$ cat src/common/nco_pkg.sv
// Constants shared by the dual-channel oscillator files.
package nco_pkg;
	localparam int ADDR_W = 6;
	localparam int TUNE_W = 32;
	localparam int OFFS_W = 16;
	localparam int DITH_W = 5;
	localparam int SEL_W = 3;
	localparam int OUT_W = 20;
	localparam int PH_W = OFFS_W + DITH_W;
	localparam int LUT_IDX_W = 6;
	// Register byte addresses
	localparam logic [ADDR_W-1:0] OFF_CTRL = 6'h00;
	localparam logic [ADDR_W-1:0] OFF_SSEL = 6'h04;
	localparam logic [ADDR_W-1:0] OFF_TUNE_A_LO = 6'h08;
	localparam logic [ADDR_W-1:0] OFF_TUNE_A_HI = 6'h0c;
	localparam logic [ADDR_W-1:0] OFF_TUNE_B_LO = 6'h10;
	localparam logic [ADDR_W-1:0] OFF_TUNE_B_HI = 6'h14;
	localparam logic [ADDR_W-1:0] OFF_OFFS_A = 6'h18;
	localparam logic [ADDR_W-1:0] OFF_OFFS_B = 6'h1c;
	localparam logic [ADDR_W-1:0] OFF_ACC_A = 6'h20;
	localparam logic [ADDR_W-1:0] OFF_DITH_ST = 6'h24;
	// Control register fields
	localparam int CTRL_DUAL = 0;
	localparam int CTRL_DITH_ON = 1;
	localparam int CTRL_TRIM_LO = 2;
	localparam int CTRL_SW_SYNC = 4;
	// Sync selector fields
	localparam int SSEL_CLR = 0;
	localparam int SSEL_DITH = 4;
	localparam int SSEL_FREQ = 8;
	localparam int SSEL_PHASE = 12;
	// Sync source codes
	localparam logic [SEL_W-1:0] SRC_NEVER = 3'h0;
	localparam logic [SEL_W-1:0] SRC_ALWAYS = 3'h1;
	localparam int SRC_EXT_N = 5;
	// Reset values
	localparam logic [31:0] CTRL_RST = 32'h0000_0000;
	localparam logic [31:0] SSEL_RST = 32'h0000_0000;
	localparam logic [15:0] LFSR_SEED = 16'hace1;
	localparam logic [1:0] RESP_OKAY = 2'h0;
	localparam logic [1:0] RESP_SLVERR = 2'h2;
endpackage : nco_pkg

$ cat src/core/nco_sync_sel.sv
// One sync-source selector: picks the event that triggers one function.
`timescale 1ns/1ps
`default_nettype none
module nco_sync_sel #(
	parameter int SEL_W = 3
) (
	input wire logic [SEL_W-1:0] sel,
	input wire logic [(1<<SEL_W)-1:0] sources,
	output logic event_hit
);
	always_comb begin
		event_hit = sources[sel];
	end
endmodule : nco_sync_sel
`default_nettype wire

$ cat src/core/nco_sincos.sv
// Quarter-wave sine/cosine table indexed by the top phase bits.
`timescale 1ns/1ps
`default_nettype none
module nco_sincos #(
	parameter int IDX_W = 6,
	parameter int OUT_W = 20
) (
	input wire logic [IDX_W-1:0] phase_idx,
	output logic signed [OUT_W-1:0] sin_val,
	output logic signed [OUT_W-1:0] cos_val
);
	function automatic logic signed [OUT_W-1:0] quarter(input logic [4:0] k);
		logic [19:0] v;
		v = 20'h00000;
		unique case (k)
			5'h00: v = 20'h00000;
			5'h01: v = 20'h0c8bd;
			5'h02: v = 20'h18f8c;
			5'h03: v = 20'h25281;
			5'h04: v = 20'h30fbc;
			5'h05: v = 20'h3c56b;
			5'h06: v = 20'h471ce;
			5'h07: v = 20'h5133c;
			5'h08: v = 20'h5a827;
			5'h09: v = 20'h62f1f;
			5'h0a: v = 20'h6a6d9;
			5'h0b: v = 20'h70e2c;
			5'h0c: v = 20'h76420;
			5'h0d: v = 20'h7a7d5;
			5'h0e: v = 20'h7d8a5;
			5'h0f: v = 20'h7f622;
			default: v = 20'h7ffff;
		endcase
		return OUT_W'(signed'(v));
	endfunction : quarter

	// Sine of a 6-bit angle, one quadrant mirrored four ways
	function automatic logic signed [OUT_W-1:0] sine(input logic [IDX_W-1:0] p);
		logic [4:0] i;
		logic signed [OUT_W-1:0] m;
		i = {1'b0, p[3:0]};
		m = p[4] ? quarter(5'h10 - i) : quarter(i);
		return p[5] ? -m : m;
	endfunction : sine

	always_comb begin
		sin_val = sine(phase_idx);
		cos_val = sine(phase_idx + IDX_W'(16));
	end
endmodule : nco_sincos
`default_nettype wire

$ cat src/core/nco_core.sv
// Dual-channel complex oscillator with sync-loaded words and AXI4-Lite registers.
// Function
// - Accumulate tuning word, table lookup each sample
// - Add 16-bit phase offset before lookup
// - Inject 5-bit dither below phase LSBs
// - Dither only while dither-on bit set
// - Trim bits zero top two dither bits
// - Tuning word assembled from two halves
// - Resolution is clock over two to 32
// - Tuning word is signed, wraps naturally
// - B tuning word used only in dual
// - B offset used only in dual
// - Tuning word takes effect on sync
// - Phase offset loads on phase sync
// - Accumulator-clear sync zeroes the accumulator
// - Dither-reset sync reseeds the generator
// - Four functions, each own 3-bit selector
// - One sync set shared by A and B
// - Sine and cosine outputs 20 bits
// - Dual-mode bit selects two channels or one
`timescale 1ns/1ps
`default_nettype none
module nco_core #(
	parameter int ADDR_W = nco_pkg::ADDR_W
) (
	input wire logic clk,
	input wire logic rstn,
	input wire logic [ADDR_W-1:0] s_axi_awaddr,
	input wire logic s_axi_awvalid,
	output logic s_axi_awready,
	input wire logic [31:0] s_axi_wdata,
	input wire logic [3:0] s_axi_wstrb,
	input wire logic s_axi_wvalid,
	output logic s_axi_wready,
	output logic [1:0] s_axi_bresp,
	output logic s_axi_bvalid,
	input wire logic s_axi_bready,
	input wire logic [ADDR_W-1:0] s_axi_araddr,
	input wire logic s_axi_arvalid,
	output logic s_axi_arready,
	output logic [31:0] s_axi_rdata,
	output logic [1:0] s_axi_rresp,
	output logic s_axi_rvalid,
	input wire logic s_axi_rready,
	input wire logic [nco_pkg::SRC_EXT_N-1:0] sync_in,
	output logic signed [nco_pkg::OUT_W-1:0] sin_a,
	output logic signed [nco_pkg::OUT_W-1:0] cos_a,
	output logic signed [nco_pkg::OUT_W-1:0] sin_b,
	output logic signed [nco_pkg::OUT_W-1:0] cos_b
);
	localparam int TW = nco_pkg::TUNE_W;
	localparam int OW = nco_pkg::OFFS_W;
	localparam int PW = nco_pkg::PH_W;
	localparam int DW = nco_pkg::DITH_W;

	function automatic logic [31:0] merge(input logic [31:0] old, input logic [31:0] d,
			input logic [3:0] strb);
		logic [31:0] r;
		r = old;
		for (int i = 0; i < 4; i++) begin
			if (strb[i]) begin
				r[8*i +: 8] = d[8*i +: 8];
			end
		end
		return r;
	endfunction : merge

	// Bus slave state
	logic aw_full_r, w_full_r, awrdy_r, wrdy_r, bvalid_r, arrdy_r, rvalid_r;
	logic [ADDR_W-1:0] awaddr_r;
	logic [31:0] wdata_r, rdata_r;
	logic [3:0] wstrb_r;
	logic [1:0] bresp_r, rresp_r;
	logic aw_full_nxt, w_full_nxt, rvalid_nxt, do_wr;

	// Software-visible registers
	logic [31:0] ctrl_r, ssel_r;
	logic [TW-1:0] tsh_a_r, tsh_b_r;
	logic [OW-1:0] osh_a_r, osh_b_r;
	logic sw_sync_r;

	// Oscillator state
	logic [TW-1:0] tune_a_r, tune_b_r, acc_a_r, acc_b_r;
	logic [OW-1:0] offs_a_r, offs_b_r;
	logic [15:0] lfsr_r;
	logic [DW-1:0] dither;
	logic [PW-1:0] ph_a, ph_b;
	logic signed [nco_pkg::OUT_W-1:0] lut_sin_a, lut_cos_a, lut_sin_b, lut_cos_b;
	logic [7:0] sync_src;
	logic clr_ev, dth_ev, frq_ev, phs_ev;
	logic dual_r, dith_on_r;
	logic [1:0] trim_r;

	assign dual_r = ctrl_r[nco_pkg::CTRL_DUAL];
	assign dith_on_r = ctrl_r[nco_pkg::CTRL_DITH_ON];
	assign trim_r = ctrl_r[nco_pkg::CTRL_TRIM_LO +: 2];

	// Write channel acceptance, address and data in either order
	always_comb begin
		do_wr = aw_full_r && w_full_r && !bvalid_r;
		aw_full_nxt = (aw_full_r && !do_wr) || (s_axi_awvalid && awrdy_r);
		w_full_nxt = (w_full_r && !do_wr) || (s_axi_wvalid && wrdy_r);
		rvalid_nxt = (rvalid_r && !s_axi_rready) || (s_axi_arvalid && arrdy_r);
	end

	always_ff @(posedge clk or negedge rstn) begin
		if (!rstn) begin
			aw_full_r <= 1'b0;
			w_full_r <= 1'b0;
			awrdy_r <= 1'b0;
			wrdy_r <= 1'b0;
			awaddr_r <= '0;
			wdata_r <= 32'h0000_0000;
			wstrb_r <= 4'h0;
		end else begin
			aw_full_r <= aw_full_nxt;
			w_full_r <= w_full_nxt;
			awrdy_r <= !aw_full_nxt;
			wrdy_r <= !w_full_nxt;
			if (s_axi_awvalid && awrdy_r) begin
				awaddr_r <= s_axi_awaddr;
			end
			if (s_axi_wvalid && wrdy_r) begin
				wdata_r <= s_axi_wdata;
				wstrb_r <= s_axi_wstrb;
			end
		end
	end

	always_ff @(posedge clk or negedge rstn) begin
		if (!rstn) begin
			bvalid_r <= 1'b0;
			bresp_r <= nco_pkg::RESP_OKAY;
		end else if (do_wr) begin
			bvalid_r <= 1'b1;
			bresp_r <= (awaddr_r <= nco_pkg::OFF_OFFS_B && awaddr_r[1:0] == 2'h0) ?
				nco_pkg::RESP_OKAY : nco_pkg::RESP_SLVERR;
		end else if (s_axi_bready) begin
			bvalid_r <= 1'b0;
		end
	end

	// Register writes; the tuning word is built from two 16-bit halves
	always_ff @(posedge clk or negedge rstn) begin
		if (!rstn) begin
			ctrl_r <= nco_pkg::CTRL_RST;
			ssel_r <= nco_pkg::SSEL_RST;
			tsh_a_r <= '0;
			tsh_b_r <= '0;
			osh_a_r <= '0;
			osh_b_r <= '0;
			sw_sync_r <= 1'b0;
		end else begin
			sw_sync_r <= 1'b0;
			if (do_wr) begin
				unique case (awaddr_r)
					nco_pkg::OFF_CTRL: begin
						ctrl_r <= merge(ctrl_r, wdata_r, wstrb_r) & 32'h0000_000f;
						sw_sync_r <= wstrb_r[0] && wdata_r[nco_pkg::CTRL_SW_SYNC];
					end
					nco_pkg::OFF_SSEL: ssel_r <= merge(ssel_r, wdata_r, wstrb_r) & 32'h0000_7777;
					nco_pkg::OFF_TUNE_A_LO: tsh_a_r[15:0] <= wdata_r[15:0];
					nco_pkg::OFF_TUNE_A_HI: tsh_a_r[31:16] <= wdata_r[15:0];
					nco_pkg::OFF_TUNE_B_LO: tsh_b_r[15:0] <= wdata_r[15:0];
					nco_pkg::OFF_TUNE_B_HI: tsh_b_r[31:16] <= wdata_r[15:0];
					nco_pkg::OFF_OFFS_A: osh_a_r <= wdata_r[OW-1:0];
					nco_pkg::OFF_OFFS_B: osh_b_r <= wdata_r[OW-1:0];
					default: ;
				endcase
			end
		end
	end

	// Read channel
	always_ff @(posedge clk or negedge rstn) begin
		if (!rstn) begin
			rvalid_r <= 1'b0;
			arrdy_r <= 1'b0;
			rdata_r <= 32'h0000_0000;
			rresp_r <= nco_pkg::RESP_OKAY;
		end else begin
			rvalid_r <= rvalid_nxt;
			arrdy_r <= !rvalid_nxt;
			if (s_axi_arvalid && arrdy_r) begin
				rresp_r <= nco_pkg::RESP_OKAY;
				unique case (s_axi_araddr)
					nco_pkg::OFF_CTRL: rdata_r <= ctrl_r;
					nco_pkg::OFF_SSEL: rdata_r <= ssel_r;
					nco_pkg::OFF_TUNE_A_LO: rdata_r <= {16'h0000, tsh_a_r[15:0]};
					nco_pkg::OFF_TUNE_A_HI: rdata_r <= {16'h0000, tsh_a_r[31:16]};
					nco_pkg::OFF_TUNE_B_LO: rdata_r <= {16'h0000, tsh_b_r[15:0]};
					nco_pkg::OFF_TUNE_B_HI: rdata_r <= {16'h0000, tsh_b_r[31:16]};
					nco_pkg::OFF_OFFS_A: rdata_r <= {16'h0000, osh_a_r};
					nco_pkg::OFF_OFFS_B: rdata_r <= {16'h0000, osh_b_r};
					nco_pkg::OFF_ACC_A: rdata_r <= acc_a_r;
					nco_pkg::OFF_DITH_ST: rdata_r <= {16'h0000, lfsr_r};
					default: begin
						rdata_r <= 32'h0000_0000;
						rresp_r <= nco_pkg::RESP_SLVERR;
					end
				endcase
			end
		end
	end

	// Sync sources: never, always, five external pins, software pulse
	assign sync_src = {sw_sync_r, sync_in, 1'b1, 1'b0};

	nco_sync_sel #(.SEL_W(nco_pkg::SEL_W)) u_sel_clr (
		.sel(ssel_r[nco_pkg::SSEL_CLR +: 3]),
		.sources(sync_src),
		.event_hit(clr_ev)
	);
	nco_sync_sel #(.SEL_W(nco_pkg::SEL_W)) u_sel_dth (
		.sel(ssel_r[nco_pkg::SSEL_DITH +: 3]),
		.sources(sync_src),
		.event_hit(dth_ev)
	);
	nco_sync_sel #(.SEL_W(nco_pkg::SEL_W)) u_sel_frq (
		.sel(ssel_r[nco_pkg::SSEL_FREQ +: 3]),
		.sources(sync_src),
		.event_hit(frq_ev)
	);
	nco_sync_sel #(.SEL_W(nco_pkg::SEL_W)) u_sel_phs (
		.sel(ssel_r[nco_pkg::SSEL_PHASE +: 3]),
		.sources(sync_src),
		.event_hit(phs_ev)
	);

	// Working words change only on their sync events
	always_ff @(posedge clk or negedge rstn) begin
		if (!rstn) begin
			tune_a_r <= '0;
			tune_b_r <= '0;
		end else if (frq_ev) begin
			tune_a_r <= tsh_a_r;
			tune_b_r <= tsh_b_r;
		end
	end

	always_ff @(posedge clk or negedge rstn) begin
		if (!rstn) begin
			offs_a_r <= '0;
			offs_b_r <= '0;
		end else if (phs_ev) begin
			offs_a_r <= osh_a_r;
			offs_b_r <= osh_b_r;
		end
	end

	// Phase accumulators, modulo two to 32, signed step
	always_ff @(posedge clk or negedge rstn) begin
		if (!rstn) begin
			acc_a_r <= '0;
			acc_b_r <= '0;
		end else if (clr_ev) begin
			acc_a_r <= '0;
			acc_b_r <= '0;
		end else begin
			acc_a_r <= acc_a_r + tune_a_r;
			acc_b_r <= acc_b_r + (dual_r ? tune_b_r : tune_a_r);
		end
	end

	// Dither: x^16+x^14+x^13+x^11+1 Fibonacci register
	always_ff @(posedge clk or negedge rstn) begin
		if (!rstn) begin
			lfsr_r <= nco_pkg::LFSR_SEED;
		end else if (dth_ev) begin
			lfsr_r <= nco_pkg::LFSR_SEED;
		end else begin
			lfsr_r <= {lfsr_r[14:0], lfsr_r[15] ^ lfsr_r[13] ^ lfsr_r[12] ^ lfsr_r[10]};
		end
	end

	always_comb begin
		dither = dith_on_r ? lfsr_r[DW-1:0] : '0;
		dither[DW-1] = dither[DW-1] && !trim_r[1];
		dither[DW-2] = dither[DW-2] && !trim_r[0];
		ph_a = {acc_a_r[TW-1 -: OW] + offs_a_r, acc_a_r[TW-OW-1 -: DW]} + PW'(dither);
		ph_b = {acc_b_r[TW-1 -: OW] + (dual_r ? offs_b_r : offs_a_r),
			acc_b_r[TW-OW-1 -: DW]} + PW'(dither);
	end

	nco_sincos #(.IDX_W(nco_pkg::LUT_IDX_W), .OUT_W(nco_pkg::OUT_W)) u_lut_a (
		.phase_idx(ph_a[PW-1 -: nco_pkg::LUT_IDX_W]),
		.sin_val(lut_sin_a),
		.cos_val(lut_cos_a)
	);
	nco_sincos #(.IDX_W(nco_pkg::LUT_IDX_W), .OUT_W(nco_pkg::OUT_W)) u_lut_b (
		.phase_idx(ph_b[PW-1 -: nco_pkg::LUT_IDX_W]),
		.sin_val(lut_sin_b),
		.cos_val(lut_cos_b)
	);

	always_ff @(posedge clk or negedge rstn) begin
		if (!rstn) begin
			sin_a <= '0;
			cos_a <= '0;
			sin_b <= '0;
			cos_b <= '0;
		end else begin
			sin_a <= lut_sin_a;
			cos_a <= lut_cos_a;
			sin_b <= lut_sin_b;
			cos_b <= lut_cos_b;
		end
	end

	assign s_axi_awready = awrdy_r;
	assign s_axi_wready = wrdy_r;
	assign s_axi_bvalid = bvalid_r;
	assign s_axi_bresp = bresp_r;
	assign s_axi_arready = arrdy_r;
	assign s_axi_rvalid = rvalid_r;
	assign s_axi_rdata = rdata_r;
	assign s_axi_rresp = rresp_r;

	chk_acc_step: assert property (@(posedge clk) disable iff (!rstn)
		!clr_ev |=> acc_a_r == $past(acc_a_r) + $past(tune_a_r))
		else $error("accumulator did not advance by tuning word");
	chk_acc_clear: assert property (@(posedge clk) disable iff (!rstn)
		clr_ev |=> acc_a_r == '0 && acc_b_r == '0)
		else $error("accumulator not cleared on sync");
	chk_freq_hold: assert property (@(posedge clk) disable iff (!rstn)
		!frq_ev |=> $stable(tune_a_r) && $stable(tune_b_r))
		else $error("tuning word changed without sync");
	chk_freq_load: assert property (@(posedge clk) disable iff (!rstn)
		frq_ev |=> tune_a_r == $past(tsh_a_r))
		else $error("tuning word not loaded on sync");
	chk_phase_load: assert property (@(posedge clk) disable iff (!rstn)
		phs_ev |=> offs_a_r == $past(osh_a_r) ##0 offs_b_r == $past(osh_b_r))
		else $error("phase offset not loaded on sync");
	chk_dither_off: assert property (@(posedge clk) disable iff (!rstn)
		!dith_on_r |-> dither == '0)
		else $error("dither present while disabled");
	chk_dither_trim: assert property (@(posedge clk) disable iff (!rstn)
		(trim_r[1] |-> !dither[DW-1]) and (trim_r[0] |-> !dither[DW-2]))
		else $error("trimmed dither bit set");
	chk_lfsr_seed: assert property (@(posedge clk) disable iff (!rstn)
		dth_ev |=> lfsr_r == nco_pkg::LFSR_SEED)
		else $error("dither generator not reseeded");
	chk_lfsr_live: assert property (@(posedge clk) disable iff (!rstn)
		lfsr_r != 16'h0000)
		else $error("dither register stuck at zero");
	chk_lfsr_reset: assert property (@(posedge clk) disable iff (!rstn)
		$rose(rstn) |-> lfsr_r == nco_pkg::LFSR_SEED)
		else $error("dither register not seeded by reset");
	chk_single_b: assert property (@(posedge clk) disable iff (!rstn)
		!dual_r && !clr_ev |=> acc_b_r == $past(acc_b_r) + $past(tune_a_r))
		else $error("single mode B path not following A word");
	chk_wr_resp: assert property (@(posedge clk) disable iff (!rstn)
		do_wr |=> bvalid_r)
		else $error("write response missing");

	cov_freq_load: cover property (@(posedge clk) disable iff (!rstn) frq_ev && tsh_a_r != tune_a_r);
	cov_acc_clear: cover property (@(posedge clk) disable iff (!rstn) clr_ev ##1 !clr_ev);
	cov_dual_dith: cover property (@(posedge clk) disable iff (!rstn) dual_r && dith_on_r);
	cov_wr_rd: cover property (@(posedge clk) disable iff (!rstn) do_wr ##[1:8] rvalid_r);
endmodule : nco_core
`default_nettype wire

$ cat config.mk
export PLATFORM = sky130hd
export DESIGN_NAME = nco_core
export DESIGN_NICKNAME = d
export VERILOG_FILES = /design/src/common/nco_pkg.sv /design/src/core/nco_sync_sel.sv /design/src/core/nco_sincos.sv /design/src/core/nco_core.sv
export SDC_FILE = /design/constraint.sdc
export NUM_CORES = 1
export LEC_CHECK = 0
export ABC_AREA = 0
export ABC_CLOCK_PERIOD_IN_PS = 8800
export BUFFER_PORTS_ARGS = -buffer_cell sky130_fd_sc_hd__buf_2
export CORE_MARGIN = 3
export CORE_UTILIZATION = 35
export CTS_CLUSTER_DIAMETER = 50
export CTS_CLUSTER_SIZE = 16
export DETAILED_ROUTE_END_ITERATION = 16
export GPL_TIMING_DRIVEN = 0
export PLACE_DENSITY = 0.62
export SLEW_MARGIN = 25
export SYNTH_ARGS = -nofsm -noshare
export SYNTH_HDL_FRONTEND = slang
export SYNTH_SLANG_ARGS = --single-unit
$ cat constraint.sdc
create_clock -name clk -period 8.8 [get_ports clk]
set_clock_uncertainty 0.15 [all_clocks]
set_input_delay 1.76 -clock clk [delete_from_list [all_inputs] [get_ports clk]]
set_output_delay 1.76 -clock clk [all_outputs]
set_load 0.02 [all_outputs]
==> flow_metrics.py, run 1 <==
metrics = {
    "clock_network": {
        "cts_buffer_depth": 3,
        "htree_levels": 2,
        "cts_inserted_buffers": 55,
        "numClockSinks": 434,
        "clk_latency_ns": 0.65,
        "cts.clk_slew.worst_paths_ns": 0.06,
        "cts_hold_buf": 0,
        "cts_root_buffer": "clkbuf_16",
        "cts_tree": "done",
    },
    "yosys": {
        "yosys.cell_count.top_type": "dfrtp_1",
        "yosysTopAreaCell": "dfrtp_1",
        "yosysSeqAreaShare": 0.383,
        "synthCells": 2849,
        "syn_avg_cell_area_um2": 9.96,
        "synthTopCellsByCount": "dfrtp_1, mux2_2, nor2_1, nand2_1, a21oi_1",
        "ys_ff_latch": 434,
        "yosys-top-cells-area": "dfrtp_1, mux2_2, ha_1, xnor2_1, a21oi_1",
        "synthFlopType": "dfrtp_1",
        "synth-edff-count": 0,
        "netlist_area_um2": 28400,
        "yosys_warnings": 0,
        "ys_types": 118,
        "ys_async_sr_fraction": 1.00,
        "synth_top_area_frac": 0.376,
    },
    "floorplan": {
        "ios": 181,
        "row_count": 103,
        "dieHeight_um": 291,
        "die_area_um2": 84500,
        "core_um2": 79600,
        "initial_utilization": 0.356,
        "die_width_um": 291,
    },
    "sta": {
        "drv_slew": 0,
        "fin_ws_ns": 0.448,
        "final_hold_viol_count": 0,
        "period_needed_ns": 8.35,
        "whs_ns": 0.324,
        "totalNegativeSetupSlack_ns": 0,
        "finalSetupViolCount": 0,
        "post-route-period-util": 0.949,
        "tightest_slew_ns": 1.05,
        "rsz0062_at_grt": "false",
        "fmax_mhz": 120,
        "max_slew_margin": 0.295,
    },
    "run_status": {
        "status": "finished, final reports clean",
    },
    "job": {
        "max_cap_viol_count": 0,
    },
    "global_routing": {
        "globalRouteOverflowTotal": 0,
        "grt_max_degree": 90,
        "antenna_found_initial": 0,
        "grt_pass1_wl_um": 153000,
        "grtUsageTotal": 0.232,
        "grt_pass1_vias": 24200,
    },
    "layout": {
        "nets": 3257,
        "fill_cells": 7913,
        "drive_gt1_frac": 0.234,
        "antenna_cells": 0,
        "syn_to_final_growth_pct": 15.2,
    },
    "place": {
        "numPortBuffers": 160,
        "gp_congestion": 0.977,
        "hpwl_um": 78200,
        "place_worst_setup_slack_ns": -0.926,
    },
    "drt": {
        "wl_per_cell_um": 24.2,
        "wirelength_um": 101000,
        "dr.pass1.iters": 7,
        "vias": 24800,
        "route.detailed.drc": 0,
        "drt_iter0_drc": 2617,
        "vias_per_cell": 5.94,
        "antenna_left": 0,
    },
    "critical_path": {
        "crit_path_max_fanout": 10,
        "r2r_start": "ctrl_r[0]",
        "reg2reg_slack_ns": 0.45,
        "crit_path_max_incr_delay_ns": 0.47,
        "worst-endpoint-arrival_ns": 8.77,
        "crit_type": "reg2reg",
        "slowest_stage": "o41ai_2",
        "cp.required_ns": 9.22,
        "worst_setup_path_start_kind": "flip-flop",
        "rr_worst_depth": 29,
        "critical_path.reg2reg.endpoint": "sin_b[14]",
        "end_kind": "flip-flop",
    },
    "worst_hold_path": {
        "hold_class": "reg2reg",
        "min_to": "lfsr_r[15]",
        "holdPathStages": 1,
        "min-delay-start": "lfsr_r[14]",
    },
}
## registers in the layout (all words and copies together) (netlist names), 12 cells and up
| register | cells |
|---|---|
| acc_a_r | 32 |
| acc_b_r | 32 |
| s_axi_rdata | 32 |
| tsh_a_r | 32 |
| tsh_b_r | 32 |
| tune_a_r | 32 |
| tune_b_r | 32 |
| cos_a | 20 |
| cos_b | 20 |
| sin_a | 20 |
| sin_b | 20 |
| lfsr_r | 16 |
| offs_a_r | 16 |
| offs_b_r | 16 |
| osh_a_r | 16 |
| osh_b_r | 16 |
| wdata_r | 16 |
| ssel_r | 12 |
## per-stage QoR
stage	instances	util	area (um^2)
2_1_floorplan	2850	-	28400
3_3_place_gp	4060	0.383	30500
3_5_place_dp	4066	0.385	30700
4_1_cts	4170	0.410	32700
5_1_grt	4168	0.411	32700
6_report	4168	0.411	32700
## critical path, delay by kind of cell, from the launching register on
kind | cells | cell delay, ns
AO/OA/AOI/OAI | 9 | 2.52
XOR/XNOR | 5 | 1.13
adder cells (fa/ha/maj) | 4 | 1.28
buffers and inverters | 6 | 1.73
flip-flops | 1 | 0.32
multiplexers | 1 | 0.40
AND/OR/NAND/NOR | 4 | 0.75
## layout make-up
type / instances / area (um^2) / share of cell area
flip-flops and latches: 434 / 10900 / 0.332
plain buffers: 154 / 732 / 0.0224
repair buffers: 168 / 971 / 0.0297
inverters: 79 / 297 / 0.00907
clock buffers: 67 / 1480 / 0.0453
well taps: 1050 / 1310 / 0.0402
clock inverters: 35 / 482 / 0.0147
multi-input cells: 2181 / 16600 / 0.506
## per-layer routing
| layer | global-route usage | part of all wire | routed length, um | up-vias |
|---|---|---|---|---|
| li1 | - | - | - | 11200 |
| met3 | 0.0345 | 0.070 | 7050 | 237 |
| met5 | 0 | 0 | 0 | - |
| met2 | 0.373 | 0.46 | 46500 | 1109 |
| met1 | 0.311 | 0.42 | 42400 | 12300 |
| met4 | 0.101 | 0.049 | 4890 | 0 |
## cell families after synthesis
kind of cell	after synthesis	synth area share
other	1	0.000132
multiplexers	332	0.133
XOR/XNOR	151	0.0496
AND/OR/NAND/NOR	736	0.134
flip-flops	434	0.383
buffers and inverters	235	0.0362
AO/OA/AOI/OAI	835	0.208
adder cells (fa/ha/maj)	125	0.0561
## worst max path at each step
stage	to	startpoint	slack (ns)
2_1_floorplan	sin_b[14]	ctrl_r[0]	1.66
6_report	sin_b[14]	ctrl_r[0]	0.45
5_1_grt	sin_b[14]	ctrl_r[0]	0.07
4_1_cts	sin_b[18]	ctrl_r[0]	0.06
3_5_place_dp	sin_b[18]	ctrl_r[0]	-0.93
3_3_place_gp	wdata_r[11]	rstn	-3.19
## layout by cell type (no fill, tap or decap), types with 19 or more instances in the layout
master	instances
nand2_1	177
xnor2_1	97
a211oi_1	36
clkbuf_16	55
o211ai_1	37
clkbuf_1	87
a22oi_1	47
nand3_1	84
nand2b_1	29
o21ai_0	142
o21bai_1	19
mux2_2	285
a21oi_1	161
mux2i_1	37
o21ai_1	21
nor2_1	200
ha_1	119
nor3_1	70
and2_1	27
and3_1	22
a311oi_1	20
xor2_1	43
a31oi_1	53
buf_2	197
a22o_1	27
a21o_1	44
inv_1	76
dfrtp_1	426
## timing repair
| item | 4_1_cts | 5_1_grt |
|---|---|---|
| pin swaps | 1 | 0 |
| buffers inserted | 2 | 0 |
| resized for setup | 6 | 8 |
| setup endpoints to repair | 37 | 29 |
Power of run 1 is not shown: default switching activity piles up to over one toggle a cycle in this logic, so the estimate is an artifact.
==> inputs of run 2 (changes only) <==
--- a/config.mk
+++ b/config.mk
@@ -10,6 +10,7 @@
 export BUFFER_PORTS_ARGS = -buffer_cell sky130_fd_sc_hd__buf_2
 export CORE_MARGIN = 3
 export CORE_UTILIZATION = 35
+export CTS_BUF_LIST = sky130_fd_sc_hd__clkbuf_8
 export CTS_CLUSTER_DIAMETER = 50
 export CTS_CLUSTER_SIZE = 16
 export DETAILED_ROUTE_END_ITERATION = 16
==> flow_metrics.py, run 2 (synthesized netlist as in run 1, its figures left out) <==
metrics = {
    "drt": {
        "wl_per_cell_um": 24.1,
        "drt_iter0_drc": 2429,
        "vias": 24700,
        "route.detailed.drc": 0,
        "wirelength_um": 100000,
        "antenna_left": 0,
        "dr.pass1.iters": 8,
        "vias_per_cell": 5.92,
    },
    "sta": {
        "post-route-period-util": 0.948,
        "drv_slew": 0,
        "fmax_mhz": 120,
        "tightest_slew_ns": 1.07,
        "max_slew_margin": 0.283,
        "totalNegativeSetupSlack_ns": 0,
        "rsz0062_at_grt": "false",
        "finalSetupViolCount": 0,
        "whs_ns": 0.325,
        "period_needed_ns": 8.34,
        "final_hold_viol_count": 0,
    },
    "floorplan": {
        "dieHeight_um": 291,
        "initial_utilization": 0.356,
        "die_width_um": 291,
        "core_um2": 79600,
        "row_count": 103,
        "die_area_um2": 84500,
        "ios": 181,
    },
    "global_routing": {
        "grt_pass1_vias": 24000,
        "globalRouteOverflowTotal": 0,
        "antenna_found_initial": 1,
        "grt_pass1_wl_um": 152000,
        "grt_max_degree": 90,
        "grtUsageTotal": 0.231,
    },
    "clock_network": {
        "cts_hold_buf": 0,
        "cts_tree": "done",
        "numClockSinks": 434,
        "cts_root_buffer": "clkbuf_8",
        "htree_levels": 2,
        "cts_buffer_depth": 3,
        "cts.clk_slew.worst_paths_ns": 0.09,
        "clk_latency_ns": 0.72,
        "cts_inserted_buffers": 55,
    },
    "place": {
        "hpwl_um": 78200,
        "numPortBuffers": 160,
        "numPlacedInstances": 4066,
        "gp_congestion": 0.977,
    },
    "run_status": {
        "status": "finished, final reports clean",
    },
    "critical_path": {
        "slowest_stage": "a22oi_1",
        "crit_type": "reg2reg",
        "cp.required_ns": 9.26,
        "worst_setup_path_start_kind": "flip-flop",
        "worst-endpoint-arrival_ns": 8.80,
        "crit_path_max_incr_delay_ns": 0.45,
        "crit_path_max_fanout": 10,
        "end_kind": "flip-flop",
    },
    "layout": {
        "layout_common_cells": "dfrtp_1, mux2_2, nor2_1",
        "fill_cells": 7988,
        "final_cells": 4170,
        "layout_commonest_cell": "dfrtp_1",
        "drive_gt1_frac": 0.234,
        "nets": 3258,
        "multi_input_area_um2": 16600,
        "syn_to_final_growth_pct": 13.0,
        "regArea_um2": 10900,
    },
    "worst_hold_path": {
        "hold_class": "reg2reg",
    },
    "job": {
        "max_cap_viol_count": 0,
    },
}
## run 2: worst paths after layout
path | startpoint | to | slack [ns] | cells past startpoint
max | ctrl_r[0] | sin_b[16] | 0.46 | 29
min | lfsr_r[9] | lfsr_r[10] | 0.33 | 1
max reg2reg | ctrl_r[0] | sin_b[16] | 0.46 | 29
min reg2reg | lfsr_r[9] | lfsr_r[10] | 0.33 | 1
max in group asynchronous | rstn | osh_b_r[10] | 5.92 | 4
min in group asynchronous | rstn | cos_a[3] | 0.89 | 1
## run 2: worst max-delay path: cells and delay by family, from the launching register on
| family | cells | cell delay, ns |
|---|---|---|
| adders and majority gates | 4 | 1.27 |
| and+or+nand+nor | 5 | 0.83 |
| buffers and inverters | 6 | 1.74 |
| AOI/OAI and AO/OA | 8 | 2.17 |
| DFF | 1 | 0.33 |
| xor gates and xnor gates | 5 | 1.35 |
| muxes | 1 | 0.39 |
## run 2: through the flow
| stage | instance area, um^2 | util | setup slack (ns) |
|---|---|---|---|
| final | 32100 | 0.403 | 0.461 |
| after global routing | 32100 | 0.403 | 0.0643 |
| after CTS | 32000 | 0.402 | 0.0556 |
| after detailed placement | 30700 | 0.385 | -0.926 |
| after global placement | 30500 | 0.383 | -3.19 |
| after floorplan | 28400 | - | 1.66 |
## run 2: final cells by class
cell class              count  area share
multi-input cells        2181       0.516
flip-flops and latches    434       0.339
well taps                1050      0.0410
repair buffers            169      0.0305
clock buffers              61      0.0262
plain buffers             154      0.0228
clock inverters            41      0.0149
inverters                  79     0.00925
diodes                      1   0.0000780
## run 2: timing repair
| item | 4_1_cts | 5_1_grt |
|---|---|---|
| resized for setup | 6 | 8 |
| pin swaps | 1 | 0 |
| setup buffers | 3 | 0 |
| endpoints found under the setup margin | 38 | 29 |
## run 2: per-layer routing
layer / vias to the layer above / wire length (um) / global-route usage
met5: - / 0 / 0
met4: 0 / 4490 / 0.0942
met3: 203 / 6870 / 0.0343
met2: 1075 / 46300 / 0.373
met1: 12200 / 42800 / 0.311
li1: 11100 / - / -
Power of run 2 is left out for the same reason.
